<file path="src/hw/rgs_pkg.sv">
// constants, types and register map of the radio data group sequence scheduler
package rgs_pkg;
	localparam int unsigned CLK_PERIOD_NS = 50;
	localparam int unsigned GROUP_PERIOD_NS = 87719298;
	localparam int unsigned GROUP_PERIOD_CYC = GROUP_PERIOD_NS / CLK_PERIOD_NS;
	localparam int unsigned LIST_MAX = 24;
	localparam int unsigned UDG_DEPTH = 8;
	localparam logic [7:0] SHORT_TEXT_LIMIT = 8'h3C;
	// register byte offsets
	localparam logic [7:0] OFS_CTRL = 8'h00;
	localparam logic [7:0] OFS_PI = 8'h04;
	localparam logic [7:0] OFS_LIST_DATA = 8'h08;
	localparam logic [7:0] OFS_LIST_CTRL = 8'h0C;
	localparam logic [7:0] OFS_LIST_STAT = 8'h10;
	localparam logic [7:0] OFS_UDG_CTRL = 8'h14;
	localparam logic [7:0] OFS_GRP_B = 8'h18;
	localparam logic [7:0] OFS_UDG_CD = 8'h1C;
	localparam logic [7:0] OFS_PROTO_CD = 8'h20;
	localparam logic [7:0] OFS_DIRECT_CD = 8'h24;
	localparam logic [7:0] OFS_TAG = 8'h28;
	localparam logic [7:0] OFS_TAG_RUN = 8'h2C;
	localparam logic [7:0] OFS_PROGRAM = 8'h30;
	localparam logic [7:0] OFS_STORE = 8'h34;
	localparam logic [7:0] OFS_STATUS = 8'h38;
	localparam logic [7:0] OFS_RT_LEN = 8'h3C;
	// reset values
	localparam logic [4:0] RST_CTRL = 5'h0F;
	localparam logic [15:0] RST_PI = 16'h0000;
	localparam logic [1:0] RST_PROGRAM = 2'h1;
	// symbol codes held in the list
	localparam logic [3:0] SYM_ZERO = 4'h0;
	localparam logic [3:0] SYM_ONE = 4'h1;
	localparam logic [3:0] SYM_TWO = 4'h2;
	localparam logic [3:0] SYM_PTYN = 4'h3;
	localparam logic [3:0] SYM_EON = 4'h4;
	localparam logic [3:0] SYM_USER1 = 4'h5;
	localparam logic [3:0] SYM_USER2 = 4'h6;
	localparam logic [3:0] SYM_TAG = 4'h7;
	localparam logic [3:0] SYM_PROTO = 4'h8;
	// default list 022E1022EA022XYR, element 0 first
	localparam logic [95:0] DEFAULT_LIST = 96'h00000000_76522034_22014220;
	localparam logic [4:0] DEFAULT_LEN = 5'h10;

	typedef enum logic [3:0] {
		SRC_0A = 4'h0, SRC_1A = 4'h1, SRC_2A = 4'h2, SRC_10A = 4'h3,
		SRC_14A = 4'h4, SRC_14B = 4'h5, SRC_USER1 = 4'h6, SRC_USER2 = 4'h7,
		SRC_3A = 4'h8, SRC_11A = 4'h9, SRC_PROTO = 4'hA, SRC_4A = 4'hB, SRC_DIRECT = 4'hC
	} rgs_src_e;

	typedef enum logic [1:0] {
		ST_IDLE = 2'b00,
		ST_SEEK = 2'b01
	} rgs_state_e;

	typedef struct packed {
		rgs_src_e src;
		logic [15:0] blk_a;
		logic [15:0] blk_b;
		logic [15:0] blk_c;
		logic [15:0] blk_d;
	} rgs_group_s;

	typedef struct packed {
		logic [4:0] type1;
		logic [4:0] start1;
		logic [4:0] len1;
		logic [4:0] type2;
		logic [4:0] start2;
		logic [3:0] len2;
	} rgs_tag_s;

	// ascii symbol to list code; bit 4 set when recognised
	function automatic logic [4:0] rgs_decode(input logic [7:0] ch);
		logic [4:0] r;
		r = 5'h00;
		case (ch)
			8'h30: r = {1'b1, SYM_ZERO};
			8'h31: r = {1'b1, SYM_ONE};
			8'h32: r = {1'b1, SYM_TWO};
			8'h41: r = {1'b1, SYM_PTYN};
			8'h45: r = {1'b1, SYM_EON};
			8'h58: r = {1'b1, SYM_USER1};
			8'h59: r = {1'b1, SYM_USER2};
			8'h52: r = {1'b1, SYM_TAG};
			8'h55: r = {1'b1, SYM_PROTO};
			default: r = 5'h00;
		endcase
		return r;
	endfunction : rgs_decode
endpackage : rgs_pkg

</file>
<file path="src/hw/rgs_scheduler.sv">
// group sequence scheduler with apb register file
//
// Chosen here: the APB slave port and the register offsets.
`timescale 1ns/10ps
module rgs_scheduler #(
	parameter int unsigned GROUP_PERIOD = rgs_pkg::GROUP_PERIOD_CYC
) (
	input wire logic pclk,
	input wire logic presetn,
	input wire logic psel,
	input wire logic penable,
	input wire logic pwrite,
	input wire logic [7:0] paddr,
	input wire logic [31:0] pwdata,
	output logic [31:0] prdata,
	output logic pready,
	output logic pslverr,
	input wire logic ext_program_sel,
	input wire logic ct_request,
	output rgs_pkg::rgs_group_s group_out,
	output logic group_valid,
	output logic tag_toggle,
	output logic tag_running,
	output logic [1:0] active_set,
	output logic nvm_load,
	output logic nvm_store,
	output logic [1:0] nvm_set,
	output logic rt_update,
	output logic rt_cr_insert
);
	logic [4:0] ctrl;
	logic [15:0] pi;
	logic [15:0] grp_b;
	logic [23:0][3:0] list;
	logic [23:0][3:0] stage;
	logic [4:0] list_len;
	logic [4:0] stage_len;
	logic stage_stop;
	logic stage_any;
	logic [4:0] ptr;
	logic [4:0] steps;
	logic [1:0] zero_rep;
	logic phase_r;
	logic phase_e;
	rgs_pkg::rgs_state_e state;
	logic [31:0] tick_cnt;
	logic tick;
	logic proto_pend;
	logic direct_pend;
	logic [47:0] proto_grp;
	logic [47:0] direct_grp;
	logic ct_pend;
	logic [2:0] ct_sync;
	logic [1:0] sw_sync;
	rgs_pkg::rgs_tag_s tag;
	logic tag_en;
	logic tag_run;
	logic [1:0] prog_sel;
	logic store_refused;
	logic [3:0] udg_cnt [2];
	logic [47:0] udg_head [2];
	logic u_listed;
	logic sym_ok;
	logic [3:0] sym_cur;
	logic [4:0] ptr_next;
	logic wr;
	logic rd_setup;
	logic mapped;
	logic emit;
	rgs_pkg::rgs_src_e emit_src;
	logic [4:0] dec;
	logic grp_sel;

	// apb: zero wait states, read data latched in the setup phase, write data in the access phase
	assign pready = 1'b1;
	assign wr = psel & penable & pwrite;
	assign rd_setup = psel & ~penable & ~pwrite;
	assign dec = rgs_pkg::rgs_decode(pwdata[7:0]);

	// address decode
	always_comb begin
		if (paddr == rgs_pkg::OFS_CTRL || paddr == rgs_pkg::OFS_PI || paddr == rgs_pkg::OFS_LIST_DATA) begin
			mapped = 1'b1;
		end else if (paddr == rgs_pkg::OFS_LIST_CTRL || paddr == rgs_pkg::OFS_LIST_STAT) begin
			mapped = 1'b1;
		end else if (paddr == rgs_pkg::OFS_UDG_CTRL || paddr == rgs_pkg::OFS_GRP_B || paddr == rgs_pkg::OFS_UDG_CD) begin
			mapped = 1'b1;
		end else if (paddr == rgs_pkg::OFS_PROTO_CD || paddr == rgs_pkg::OFS_DIRECT_CD) begin
			mapped = 1'b1;
		end else if (paddr == rgs_pkg::OFS_TAG || paddr == rgs_pkg::OFS_TAG_RUN || paddr == rgs_pkg::OFS_PROGRAM) begin
			mapped = 1'b1;
		end else if (paddr == rgs_pkg::OFS_STORE || paddr == rgs_pkg::OFS_STATUS || paddr == rgs_pkg::OFS_RT_LEN) begin
			mapped = 1'b1;
		end else begin
			mapped = 1'b0;
		end
	end
	assign pslverr = psel & penable & ~mapped;

	// read data, registered one cycle ahead of the access phase
	always_ff @(posedge pclk or negedge presetn) begin
		if (!presetn) begin
			prdata <= 32'h0000_0000;
		end else if (rd_setup) begin
			if (paddr == rgs_pkg::OFS_CTRL) begin
				prdata <= {27'h0, ctrl};
			end else if (paddr == rgs_pkg::OFS_PI) begin
				prdata <= {16'h0, pi};
			end else if (paddr == rgs_pkg::OFS_LIST_STAT) begin
				prdata <= {19'h0, ptr, 3'h0, list_len};
			end else if (paddr == rgs_pkg::OFS_TAG) begin
				prdata <= {3'h0, tag};
			end else if (paddr == rgs_pkg::OFS_PROGRAM) begin
				prdata <= {28'h0, active_set, prog_sel};
			end else if (paddr == rgs_pkg::OFS_STATUS) begin
				prdata <= {17'h0, ct_pend, direct_pend, proto_pend, udg_cnt[1], udg_cnt[0],
					store_refused, tag_en, tag_running, tag_toggle};
			end else begin
				prdata <= 32'h0000_0000;
			end
		end
	end

	// plain configuration registers
	always_ff @(posedge pclk or negedge presetn) begin
		if (!presetn) begin
			ctrl <= rgs_pkg::RST_CTRL;
			pi <= rgs_pkg::RST_PI;
			grp_b <= 16'h0000;
		end else if (wr) begin
			if (paddr == rgs_pkg::OFS_CTRL) begin
				ctrl <= pwdata[4:0];
			end else if (paddr == rgs_pkg::OFS_PI) begin
				pi <= pwdata[15:0];
			end else if (paddr == rgs_pkg::OFS_GRP_B) begin
				grp_b <= pwdata[15:0];
			end
		end
	end

	// list staging: symbols arrive one per write, commit swaps them in
	always_ff @(posedge pclk or negedge presetn) begin
		if (!presetn) begin
			stage <= '0;
			stage_len <= 5'h00;
			stage_stop <= 1'b0;
			stage_any <= 1'b0;
			list <= rgs_pkg::DEFAULT_LIST;
			list_len <= rgs_pkg::DEFAULT_LEN;
		end else if (wr && paddr == rgs_pkg::OFS_LIST_DATA) begin
			stage_any <= 1'b1;
			if (!dec[4]) begin
				stage_stop <= 1'b1;
			end else if (!stage_stop && stage_len < 5'(rgs_pkg::LIST_MAX)) begin
				stage[stage_len] <= dec[3:0];
				stage_len <= stage_len + 5'h01;
			end
		end else if (wr && paddr == rgs_pkg::OFS_LIST_CTRL) begin
			if (pwdata[1]) begin
				if (!stage_any) begin
					list <= rgs_pkg::DEFAULT_LIST;
					list_len <= rgs_pkg::DEFAULT_LEN;
				end else if (stage_len == 5'h00) begin
					list <= '0;
					list_len <= 5'h01;
				end else begin
					list <= stage;
					list_len <= stage_len;
				end
			end
			if (pwdata[0] || pwdata[1]) begin
				stage <= '0;
				stage_len <= 5'h00;
				stage_stop <= 1'b0;
				stage_any <= 1'b0;
			end
		end
	end

	// protocol buffer presence decides the fast path
	always_comb begin
		u_listed = 1'b0;
		for (int i = 0; i < 24; i++) begin
			if (5'(i) < list_len && list[i] == rgs_pkg::SYM_PROTO) begin
				u_listed = 1'b1;
			end
		end
	end

	// group period timer
	always_ff @(posedge pclk or negedge presetn) begin
		if (!presetn) begin
			tick_cnt <= 32'h0000_0000;
		end else if (tick) begin
			tick_cnt <= 32'h0000_0000;
		end else begin
			tick_cnt <= tick_cnt + 32'h0000_0001;
		end
	end
	assign tick = (tick_cnt == 32'(GROUP_PERIOD - 1));

	// symbol eligibility: absent services never reach here, disabled ones skip
	assign sym_cur = list[ptr];
	always_comb begin
		case (sym_cur)
			rgs_pkg::SYM_ZERO: sym_ok = 1'b1;
			rgs_pkg::SYM_ONE: sym_ok = ctrl[0];
			rgs_pkg::SYM_TWO: sym_ok = ctrl[1];
			rgs_pkg::SYM_PTYN: sym_ok = ctrl[2];
			rgs_pkg::SYM_EON: sym_ok = ctrl[3];
			rgs_pkg::SYM_USER1: sym_ok = (udg_cnt[0] != 4'h0);
			rgs_pkg::SYM_USER2: sym_ok = (udg_cnt[1] != 4'h0);
			rgs_pkg::SYM_TAG: sym_ok = tag_en;
			rgs_pkg::SYM_PROTO: sym_ok = proto_pend;
			default: sym_ok = 1'b0;
		endcase
	end
	assign ptr_next = (ptr + 5'h01 >= list_len) ? 5'h00 : ptr + 5'h01;

	// emission choice: injected and clock groups first, then the list
	always_comb begin
		emit = 1'b0;
		emit_src = rgs_pkg::SRC_0A;
		case (state)
			rgs_pkg::ST_IDLE: begin
				if (tick) begin
					if (direct_pend) begin
						emit = 1'b1;
						emit_src = rgs_pkg::SRC_DIRECT;
					end else if (ct_pend) begin
						emit = 1'b1;
						emit_src = rgs_pkg::SRC_4A;
					end else if (proto_pend && !u_listed) begin
						emit = 1'b1;
						emit_src = rgs_pkg::SRC_PROTO;
					end else if (zero_rep != 2'h0) begin
						emit = 1'b1;
						emit_src = rgs_pkg::SRC_0A;
					end
				end
			end
			rgs_pkg::ST_SEEK: begin
				if (steps >= list_len) begin
					emit = 1'b1;
					emit_src = rgs_pkg::SRC_0A;
				end else if (sym_ok) begin
					emit = 1'b1;
					case (sym_cur)
						rgs_pkg::SYM_ONE: emit_src = rgs_pkg::SRC_1A;
						rgs_pkg::SYM_TWO: emit_src = rgs_pkg::SRC_2A;
						rgs_pkg::SYM_PTYN: emit_src = rgs_pkg::SRC_10A;
						rgs_pkg::SYM_EON: emit_src = phase_e ? rgs_pkg::SRC_14B : rgs_pkg::SRC_14A;
						rgs_pkg::SYM_USER1: emit_src = rgs_pkg::SRC_USER1;
						rgs_pkg::SYM_USER2: emit_src = rgs_pkg::SRC_USER2;
						rgs_pkg::SYM_TAG: emit_src = phase_r ? rgs_pkg::SRC_11A : rgs_pkg::SRC_3A;
						rgs_pkg::SYM_PROTO: emit_src = rgs_pkg::SRC_PROTO;
						default: emit_src = rgs_pkg::SRC_0A;
					endcase
				end
			end
			default: emit = 1'b0;
		endcase
	end

	// list walker; a '0' symbol leaves three more 0A groups owed
	always_ff @(posedge pclk or negedge presetn) begin
		if (!presetn) begin
			state <= rgs_pkg::ST_IDLE;
			ptr <= 5'h00;
			steps <= 5'h00;
			zero_rep <= 2'h0;
			phase_r <= 1'b0;
			phase_e <= 1'b0;
		end else begin
			case (state)
				rgs_pkg::ST_IDLE: begin
					if (tick && !emit) begin
						state <= rgs_pkg::ST_SEEK;
						steps <= 5'h00;
					end else if (emit && emit_src == rgs_pkg::SRC_0A) begin
						zero_rep <= zero_rep - 2'h1;
					end
				end
				rgs_pkg::ST_SEEK: begin
					if (emit) begin
						state <= rgs_pkg::ST_IDLE;
					end else begin
						steps <= steps + 5'h01;
					end
					if (steps < list_len) begin
						ptr <= ptr_next;
					end
					if (emit && steps < list_len && sym_cur == rgs_pkg::SYM_ZERO) begin
						zero_rep <= 2'h3;
					end
					if (emit && steps < list_len && sym_cur == rgs_pkg::SYM_TAG) begin
						phase_r <= ~phase_r;
					end
					if (emit && steps < list_len && sym_cur == rgs_pkg::SYM_EON) begin
						phase_e <= ~phase_e;
					end
				end
				default: state <= rgs_pkg::ST_IDLE;
			endcase
			// a new list restarts at its head; a seek under way still ends in a group
			if (wr && paddr == rgs_pkg::OFS_LIST_CTRL && pwdata[1]) begin
				ptr <= 5'h00;
				zero_rep <= 2'h0;
			end
		end
	end

	// output group; block 1 always the programme code
	always_ff @(posedge pclk or negedge presetn) begin
		if (!presetn) begin
			group_out <= '0;
			group_valid <= 1'b0;
		end else begin
			group_valid <= emit;
			if (emit) begin
				group_out.src <= emit_src;
				group_out.blk_a <= pi;
				case (emit_src)
					rgs_pkg::SRC_DIRECT: {group_out.blk_b, group_out.blk_c, group_out.blk_d} <= direct_grp;
					rgs_pkg::SRC_PROTO: {group_out.blk_b, group_out.blk_c, group_out.blk_d} <= proto_grp;
					rgs_pkg::SRC_USER1: {group_out.blk_b, group_out.blk_c, group_out.blk_d} <= udg_head[0];
					rgs_pkg::SRC_USER2: {group_out.blk_b, group_out.blk_c, group_out.blk_d} <= udg_head[1];
					default: {group_out.blk_b, group_out.blk_c, group_out.blk_d} <= 48'h0;
				endcase
			end
		end
	end

	// single-entry protocol and direct holders; a full holder refuses a push
	always_ff @(posedge pclk or negedge presetn) begin
		if (!presetn) begin
			proto_pend <= 1'b0;
			direct_pend <= 1'b0;
			proto_grp <= 48'h0;
			direct_grp <= 48'h0;
		end else begin
			if (emit && emit_src == rgs_pkg::SRC_PROTO) begin
				proto_pend <= 1'b0;
			end else if (wr && paddr == rgs_pkg::OFS_PROTO_CD && !proto_pend) begin
				proto_pend <= 1'b1;
				proto_grp <= {grp_b, pwdata};
			end
			if (emit && emit_src == rgs_pkg::SRC_DIRECT) begin
				direct_pend <= 1'b0;
			end else if (wr && paddr == rgs_pkg::OFS_DIRECT_CD && !direct_pend) begin
				direct_pend <= 1'b1;
				direct_grp <= {grp_b, pwdata};
			end
		end
	end

	// clock-time request pin: synchronise, then edge sets pending; set wins
	always_ff @(posedge pclk or negedge presetn) begin
		if (!presetn) begin
			ct_sync <= 3'h0;
			sw_sync <= 2'h3;
			ct_pend <= 1'b0;
		end else begin
			ct_sync <= {ct_sync[1:0], ct_request};
			sw_sync <= {sw_sync[0], ext_program_sel};
			if (ct_sync[1] && !ct_sync[2]) begin
				ct_pend <= 1'b1;
			end else if (emit && emit_src == rgs_pkg::SRC_4A) begin
				ct_pend <= 1'b0;
			end
		end
	end

	// user group buffers, one per generate pass
	for (genvar b = 0; b < 2; b++) begin : g_udg
		logic [47:0] mem [rgs_pkg::UDG_DEPTH];
		logic [3:0] cnt;
		logic [2:0] rd;
		logic sel_b;
		logic take;
		assign sel_b = (pwdata[0] == 1'(b));
		assign take = emit && (emit_src == (b == 0 ? rgs_pkg::SRC_USER1 : rgs_pkg::SRC_USER2));
		always_ff @(posedge pclk or negedge presetn) begin
			if (!presetn) begin
				cnt <= 4'h0;
				rd <= 3'h0;
			end else if (wr && paddr == rgs_pkg::OFS_UDG_CTRL && sel_b && pwdata[1]) begin
				cnt <= 4'h0;
				rd <= 3'h0;
			end else begin
				if (wr && paddr == rgs_pkg::OFS_UDG_CD && grp_sel == 1'(b) && cnt < 4'(rgs_pkg::UDG_DEPTH)) begin
					cnt <= cnt + 4'h1;
				end
				if (take) begin
					rd <= (4'(rd) + 4'h1 >= cnt) ? 3'h0 : rd + 3'h1;
				end
			end
		end
		// storage carries no reset; count gates every read
		always_ff @(posedge pclk) begin
			if (wr && paddr == rgs_pkg::OFS_UDG_CD && grp_sel == 1'(b) && cnt < 4'(rgs_pkg::UDG_DEPTH)) begin
				mem[cnt[2:0]] <= {grp_b, pwdata};
			end
		end
		assign udg_cnt[b] = cnt;
		assign udg_head[b] = mem[rd];
		udg_cap_a: assert property (@(posedge pclk) disable iff (!presetn) cnt <= 4'(rgs_pkg::UDG_DEPTH))
			else $error("user buffer count beyond depth");
	end

	// buffer selected for pushes, held from the last control write
	always_ff @(posedge pclk or negedge presetn) begin
		if (!presetn) begin
			grp_sel <= 1'b0;
		end else if (wr && paddr == rgs_pkg::OFS_UDG_CTRL) begin
			grp_sel <= pwdata[0];
		end
	end

	// tagging: toggle, enable and running bit
	always_ff @(posedge pclk or negedge presetn) begin
		if (!presetn) begin
			tag <= '0;
			tag_toggle <= 1'b0;
			tag_en <= 1'b0;
			tag_run <= 1'b0;
		end else if (wr && paddr == rgs_pkg::OFS_TAG) begin
			tag <= pwdata[28:0];
			tag_toggle <= ~tag_toggle;
			tag_en <= 1'b1;
			tag_run <= 1'b1;
		end else if (wr && paddr == rgs_pkg::OFS_TAG_RUN) begin
			if (pwdata[1:0] == 2'h0) begin
				tag_run <= 1'b0;
			end else if (pwdata[1:0] == 2'h1) begin
				tag_run <= 1'b1;
			end else if (pwdata[1:0] == 2'h2) begin
				tag_en <= 1'b0;
			end
		end
	end
	// both types zero hold the bit low without losing the setting
	assign tag_running = tag_run & tag_en & ((tag.type1 != 5'h00) | (tag.type2 != 5'h00));

	// program set selection and store protection
	always_ff @(posedge pclk or negedge presetn) begin
		if (!presetn) begin
			prog_sel <= rgs_pkg::RST_PROGRAM;
			active_set <= rgs_pkg::RST_PROGRAM;
			nvm_load <= 1'b0;
			nvm_store <= 1'b0;
			nvm_set <= rgs_pkg::RST_PROGRAM;
			store_refused <= 1'b0;
		end else begin
			nvm_load <= 1'b0;
			nvm_store <= 1'b0;
			if (wr && paddr == rgs_pkg::OFS_PROGRAM && pwdata[1:0] != 2'h3) begin
				prog_sel <= pwdata[1:0];
				active_set <= (pwdata[1:0] == 2'h0) ? (sw_sync[1] ? 2'h1 : 2'h2) : pwdata[1:0];
				nvm_set <= (pwdata[1:0] == 2'h0) ? (sw_sync[1] ? 2'h1 : 2'h2) : pwdata[1:0];
				nvm_load <= 1'b1;
			end else if (prog_sel == 2'h0 && active_set != (sw_sync[1] ? 2'h1 : 2'h2)) begin
				active_set <= sw_sync[1] ? 2'h1 : 2'h2;
				nvm_set <= sw_sync[1] ? 2'h1 : 2'h2;
				nvm_load <= 1'b1;
			end else if (wr && paddr == rgs_pkg::OFS_STORE && prog_sel != 2'h0) begin
				nvm_store <= 1'b1;
				nvm_set <= prog_sel;
			end
			// refusal kept apart so a switch reload in the same cycle cannot swallow it
			if (wr && paddr == rgs_pkg::OFS_STORE && prog_sel == 2'h0) begin
				store_refused <= 1'b1;
			end else if (wr && paddr == rgs_pkg::OFS_STATUS && pwdata[3]) begin
				store_refused <= 1'b0;
			end
		end
	end

	// short text termination flag per new text length
	always_ff @(posedge pclk or negedge presetn) begin
		if (!presetn) begin
			rt_update <= 1'b0;
			rt_cr_insert <= 1'b0;
		end else begin
			rt_update <= wr && paddr == rgs_pkg::OFS_RT_LEN;
			if (wr && paddr == rgs_pkg::OFS_RT_LEN) begin
				rt_cr_insert <= ctrl[4] && (pwdata[7:0] < rgs_pkg::SHORT_TEXT_LIMIT);
			end
		end
	end

	list_ptr_a: assert property (@(posedge pclk) disable iff (!presetn) ptr < list_len)
		else $error("list pointer outside list");
	tick_emit_a: assert property (@(posedge pclk) disable iff (!presetn) tick |-> ##[1:27] group_valid)
		else $error("group period without a group");
	direct_first_a: assert property (@(posedge pclk) disable iff (!presetn)
		tick && state == rgs_pkg::ST_IDLE && direct_pend |=> group_valid && group_out.src == rgs_pkg::SRC_DIRECT)
		else $error("injected group not sent first");
	proto_fast_a: assert property (@(posedge pclk) disable iff (!presetn)
		tick && state == rgs_pkg::ST_IDLE && !direct_pend && !ct_pend && proto_pend && !u_listed
		|=> group_valid && group_out.src == rgs_pkg::SRC_PROTO)
		else $error("protocol group not sent at once");
	toggle_flip_a: assert property (@(posedge pclk) disable iff (!presetn)
		wr && paddr == rgs_pkg::OFS_TAG |=> tag_toggle != $past(tag_toggle))
		else $error("toggle bit not inverted");
	tag_off_a: assert property (@(posedge pclk) disable iff (!presetn)
		wr && paddr == rgs_pkg::OFS_TAG_RUN && pwdata[1:0] == 2'h2 |=> !tag_en && !tag_running)
		else $error("tagging not disabled");
	store_block_a: assert property (@(posedge pclk) disable iff (!presetn)
		wr && paddr == rgs_pkg::OFS_STORE && prog_sel == 2'h0 |=> !nvm_store && store_refused)
		else $error("store allowed with undefined set");
	pi_block_a: assert property (@(posedge pclk) disable iff (!presetn)
		group_valid |-> group_out.blk_a == $past(pi))
		else $error("block 1 differs from programme code");
	rtp_listed_a: assert property (@(posedge pclk) disable iff (!presetn)
		group_valid && (group_out.src == rgs_pkg::SRC_3A || group_out.src == rgs_pkg::SRC_11A) |-> $past(tag_en))
		else $error("tagging group while tagging off");
endmodule : rgs_scheduler

</file>
<file path="config.mk">
export PLATFORM = sky130hd
export DESIGN_NAME = rgs_scheduler
export DESIGN_NICKNAME = d
export VERILOG_FILES = /design/src/hw/rgs_pkg.sv /design/src/hw/rgs_scheduler.sv
export SDC_FILE = /design/constraint.sdc
export NUM_CORES = 2
export LEC_CHECK = 0
export CORE_ASPECT_RATIO = 1.5
export CORE_MARGIN = 4
export CORE_UTILIZATION = 45
export DETAILED_ROUTE_END_ITERATION = 8
export DONT_BUFFER_PORTS = 1
export PLACE_DENSITY = 0.57
export SYNTH_ARGS = -nofsm -noshare
export SYNTH_HDL_FRONTEND = slang
export SYNTH_SLANG_ARGS = --single-unit
</file>
<file path="constraint.sdc">
create_clock -name pclk -period 15.2 [get_ports pclk]
set_input_delay 0 -clock pclk [delete_from_list [all_inputs] [get_ports pclk]]
set_output_delay 0 -clock pclk [all_outputs]
set_load 0.03 [all_outputs]
</file>
==> flow_summary.toml <==
[run_status]
outcome = "finished, final reports clean"

[routing]
dr.pass1.iters = 5
via_count = 31388
viasPerCell = 5.843
initialDrtViolationCount = 2274
routedWlPerCell_um = 27.77
wl_mm = 149.2
drc = 0
ant_nets = 0

[clocking]
cts_tree = "built"
insertion_delay_ps = 760
cts_root_buf = "clkbuf_16"
numClockSinks = 1316
htree_levels = 4
cts_buffers = 130
clkTransAtPathRegs_ps = 60
clockBufferDepth = 3
postCtsSetupRepairBufs = 0

[placed_design]
dpl_cell_area_um2 = 56240
place_inst = 5057
routabilityCongestion = 0.9212
numPortBuffers = 0
dp_hpwl_mm = 86.14

[timing]
holdWs_ps = 126.0
drv_slew = 0
skew_ps = 32.62
final.min_clock_period_ps = 4777
setup_viol = 0
slew-limit-headroom = 0.2110
max_freq_ghz = 0.2093
finalSetupTns_ps = 0
rsz0062_at_grt = "false"
worst_slew_pin_slew_ps = 1180
period_share = 0.3143
finalHoldViolCount = 0

[power]
leakagePower_uw = 0.02463
max-vdd-ir-drop_mv = 0.1073
power_uw = 7294
pwr_density_cell_nw_per_um2 = 118.6

[final_layout]
drive_above_1_share = 0.1880
final_common_cell = "edfxtp_1"
nNetsFinal = 3760
final_cell_mix = "edfxtp_1 (768), dfrtp_1 (513), nand2_1 (465)"
syn_to_final_growth_pct = 12.42
finish.instance_area_um2 = 61500
final_cells = 5372
fillers = 10184

[grt]
antenna_found_initial = 8
track_usage = 0.2349
grt_max_degree = 549
grt_pass1_vias = 32741
overflow = 0
grt_pass1_wl_mm = 221.1

[critical_path]
slowest_stage = "buf_4"
worst_ep_arrival_time_ps = 5410
r2r_slack_ps = 10420
path_cells = "buf_4 > mux4_2 > a22oi_2 > and3_1 > mux2i_1 > o32a_1 > o221ai_4 > o22ai_4 > buf_4 > mux2_2"
crit_required_ps = 15830
crit_path_frequent_cell = "buf_4"
crit_type = "reg -> reg"
max_stage_delay_ps = 860
end_kind = "register"
cp_max_fo = 56
start_kind = "register"

[floorplanning]
initial_utilization = 0.4535
die_area_um2 = 127300
die_w_um = 292.7
rows = 156
ios = 160
core_area_um2 = 120600
die_h_um = 435.0

[synth]
syn_area_um2 = 54710
yosys_register_bits = 1316
synth.area.top_cells = "edfxtp_1 (42%), dfrtp_1 (24%), mux4_2 (8.2%), mux2i_1 (4.5%), nand2_1 (3.2%)"
yosysUniqueCellTypes = 96
async_flop_share = 0.4164
synth_warnings = 0
synth_edf_count = 768
yosys.area.top_type = "edfxtp_1"
synth_cells = 3648
synth_top_area_share = 0.4216
yosysSeqAreaShare = 0.6729
ys.flop_type = "edfxtp_1"
syn_avg_cell_area_um2 = 15.00

[flow_run]
maxCapViolCount = 0

[hold_path]
hold_class = "in -> reg"
-- power by group --
| group | internal, uW | leakage, uW | total (uW) | switching (uW) |
|---|---|---|---|---|
| registers | 3800 | 0.0145 | 3840 | 42.1 |
| logic | 44.9 | 0.00804 | 152 | 107 |
| clock network | 1910 | 0.00214 | 3300 | 1390 |
-- final cells by class --
type                       instances  area, um^2  area share
antenna                            5       12.51   0.0002035
clock buffer                     179        3716     0.06042
clock inverter                    60       663.1     0.01078
inverter                          84       315.3    0.005127
multi-input combinational       2031       16770      0.2726
sequential                      1316       36830      0.5989
tap                             1580        1977     0.03215
timing repair buffer             117        1214     0.01973
-- Yosys cell counts (19+ instances only) --
master	instances
xnor2_1	31
dfrtp_1	520
o21ai_0	121
mux4_2	199
clkbuf_1	154
mux2_2	133
nor4b_1	19
a31oi_1	33
a21oi_1	40
buf_1	26
nand3_1	181
edfxtp_1	768
inv_1	84
nand2_1	467
a22oi_1	67
nor2_1	132
and3_1	21
o211ai_2	21
ha_1	33
mux2i_1	245
nor3_1	29
dfstp_2	28
o211ai_1	32
-- through the flow --
step	setup WS, ps	util
after global routing	10160	0.5098
after detailed placement	10420	0.4662
after global placement	10490	0.4662
after floorplan	10030	-
after CTS	10430	0.5087
final	10420	0.5098
-- critical path, delay by kind of cell, from the launching register on --
family / cells / cell delay [ps]
AOI/OAI and AO/OA: 4 / 1140
buffers and inverters: 2 / 1440
DFF: 1 / 430
and+or+nand+nor: 1 / 360
muxes: 3 / 1230
-- kinds of logic (layout without fill, tap and decap cells) --
family / after synthesis / after routing / share of synthesized area
DFF: 1316 / 1316 / 0.6729
and+or+nand+nor: 968 / 968 / 0.08158
muxes: 578 / 578 / 0.1543
AOI/OAI and AO/OA: 401 / 401 / 0.05185
buffers and inverters: 303 / 440 / 0.02413
xor gates and xnor gates: 46 / 46 / 0.007365
adders and majority gates: 34 / 34 / 0.007731
other: 2 / 9 / 0.0001373
-- path summary, 6_finish.rpt --
path,cells after the start,start,endpoint
max,10,ptr[0]$_DFFE_PN0P_,group_out[48]$_DFFE_PN0N_
min,5,paddr[2],prdata[0]$_DFFE_PN0P_
max reg2reg,10,ptr[0]$_DFFE_PN0P_,group_out[48]$_DFFE_PN0N_
min reg2reg,0,ct_sync[0]$_DFF_PN0_,ct_sync[1]$_DFF_PN0_
max in group asynchronous,5,presetn,direct_grp[31]$_DFFE_PN0P_
min in group asynchronous,4,presetn,tick_cnt[15]$_DFF_PN0_
-- registers in the layout, indices dropped and copies added (netlist names), 5 cells and up --
signal,cells
ptr,5
g_udg.rd,6
tag,29
steps,5
g_udg.cnt,8
direct_grp,48
prdata,29
list,96
stage_len,5
grp_b,16
pi,16
group_out,68
stage,96
proto_grp,48
g_udg.mem,768
ctrl,5
tick_cnt,32
list_len,5
-- layer usage --
metal / part of all wire / global-route usage / up-vias
met5: 0.000087 / 0 / -
met4: 0.043 / 0.09502 / 2
met3: 0.056 / 0.04431 / 299
met2: 0.52 / 0.4073 / 928
met1: 0.38 / 0.2899 / 16376
li1: - / - / 13783
-- timing repair --
action                                   CTS  global route
endpoints found under the setup margin     0             0
hold buffers                              65             3
hold endpoints to repair                1353           205
resized for setup                          0             0
No activity file was read; power rests on OpenSTA's default activity.
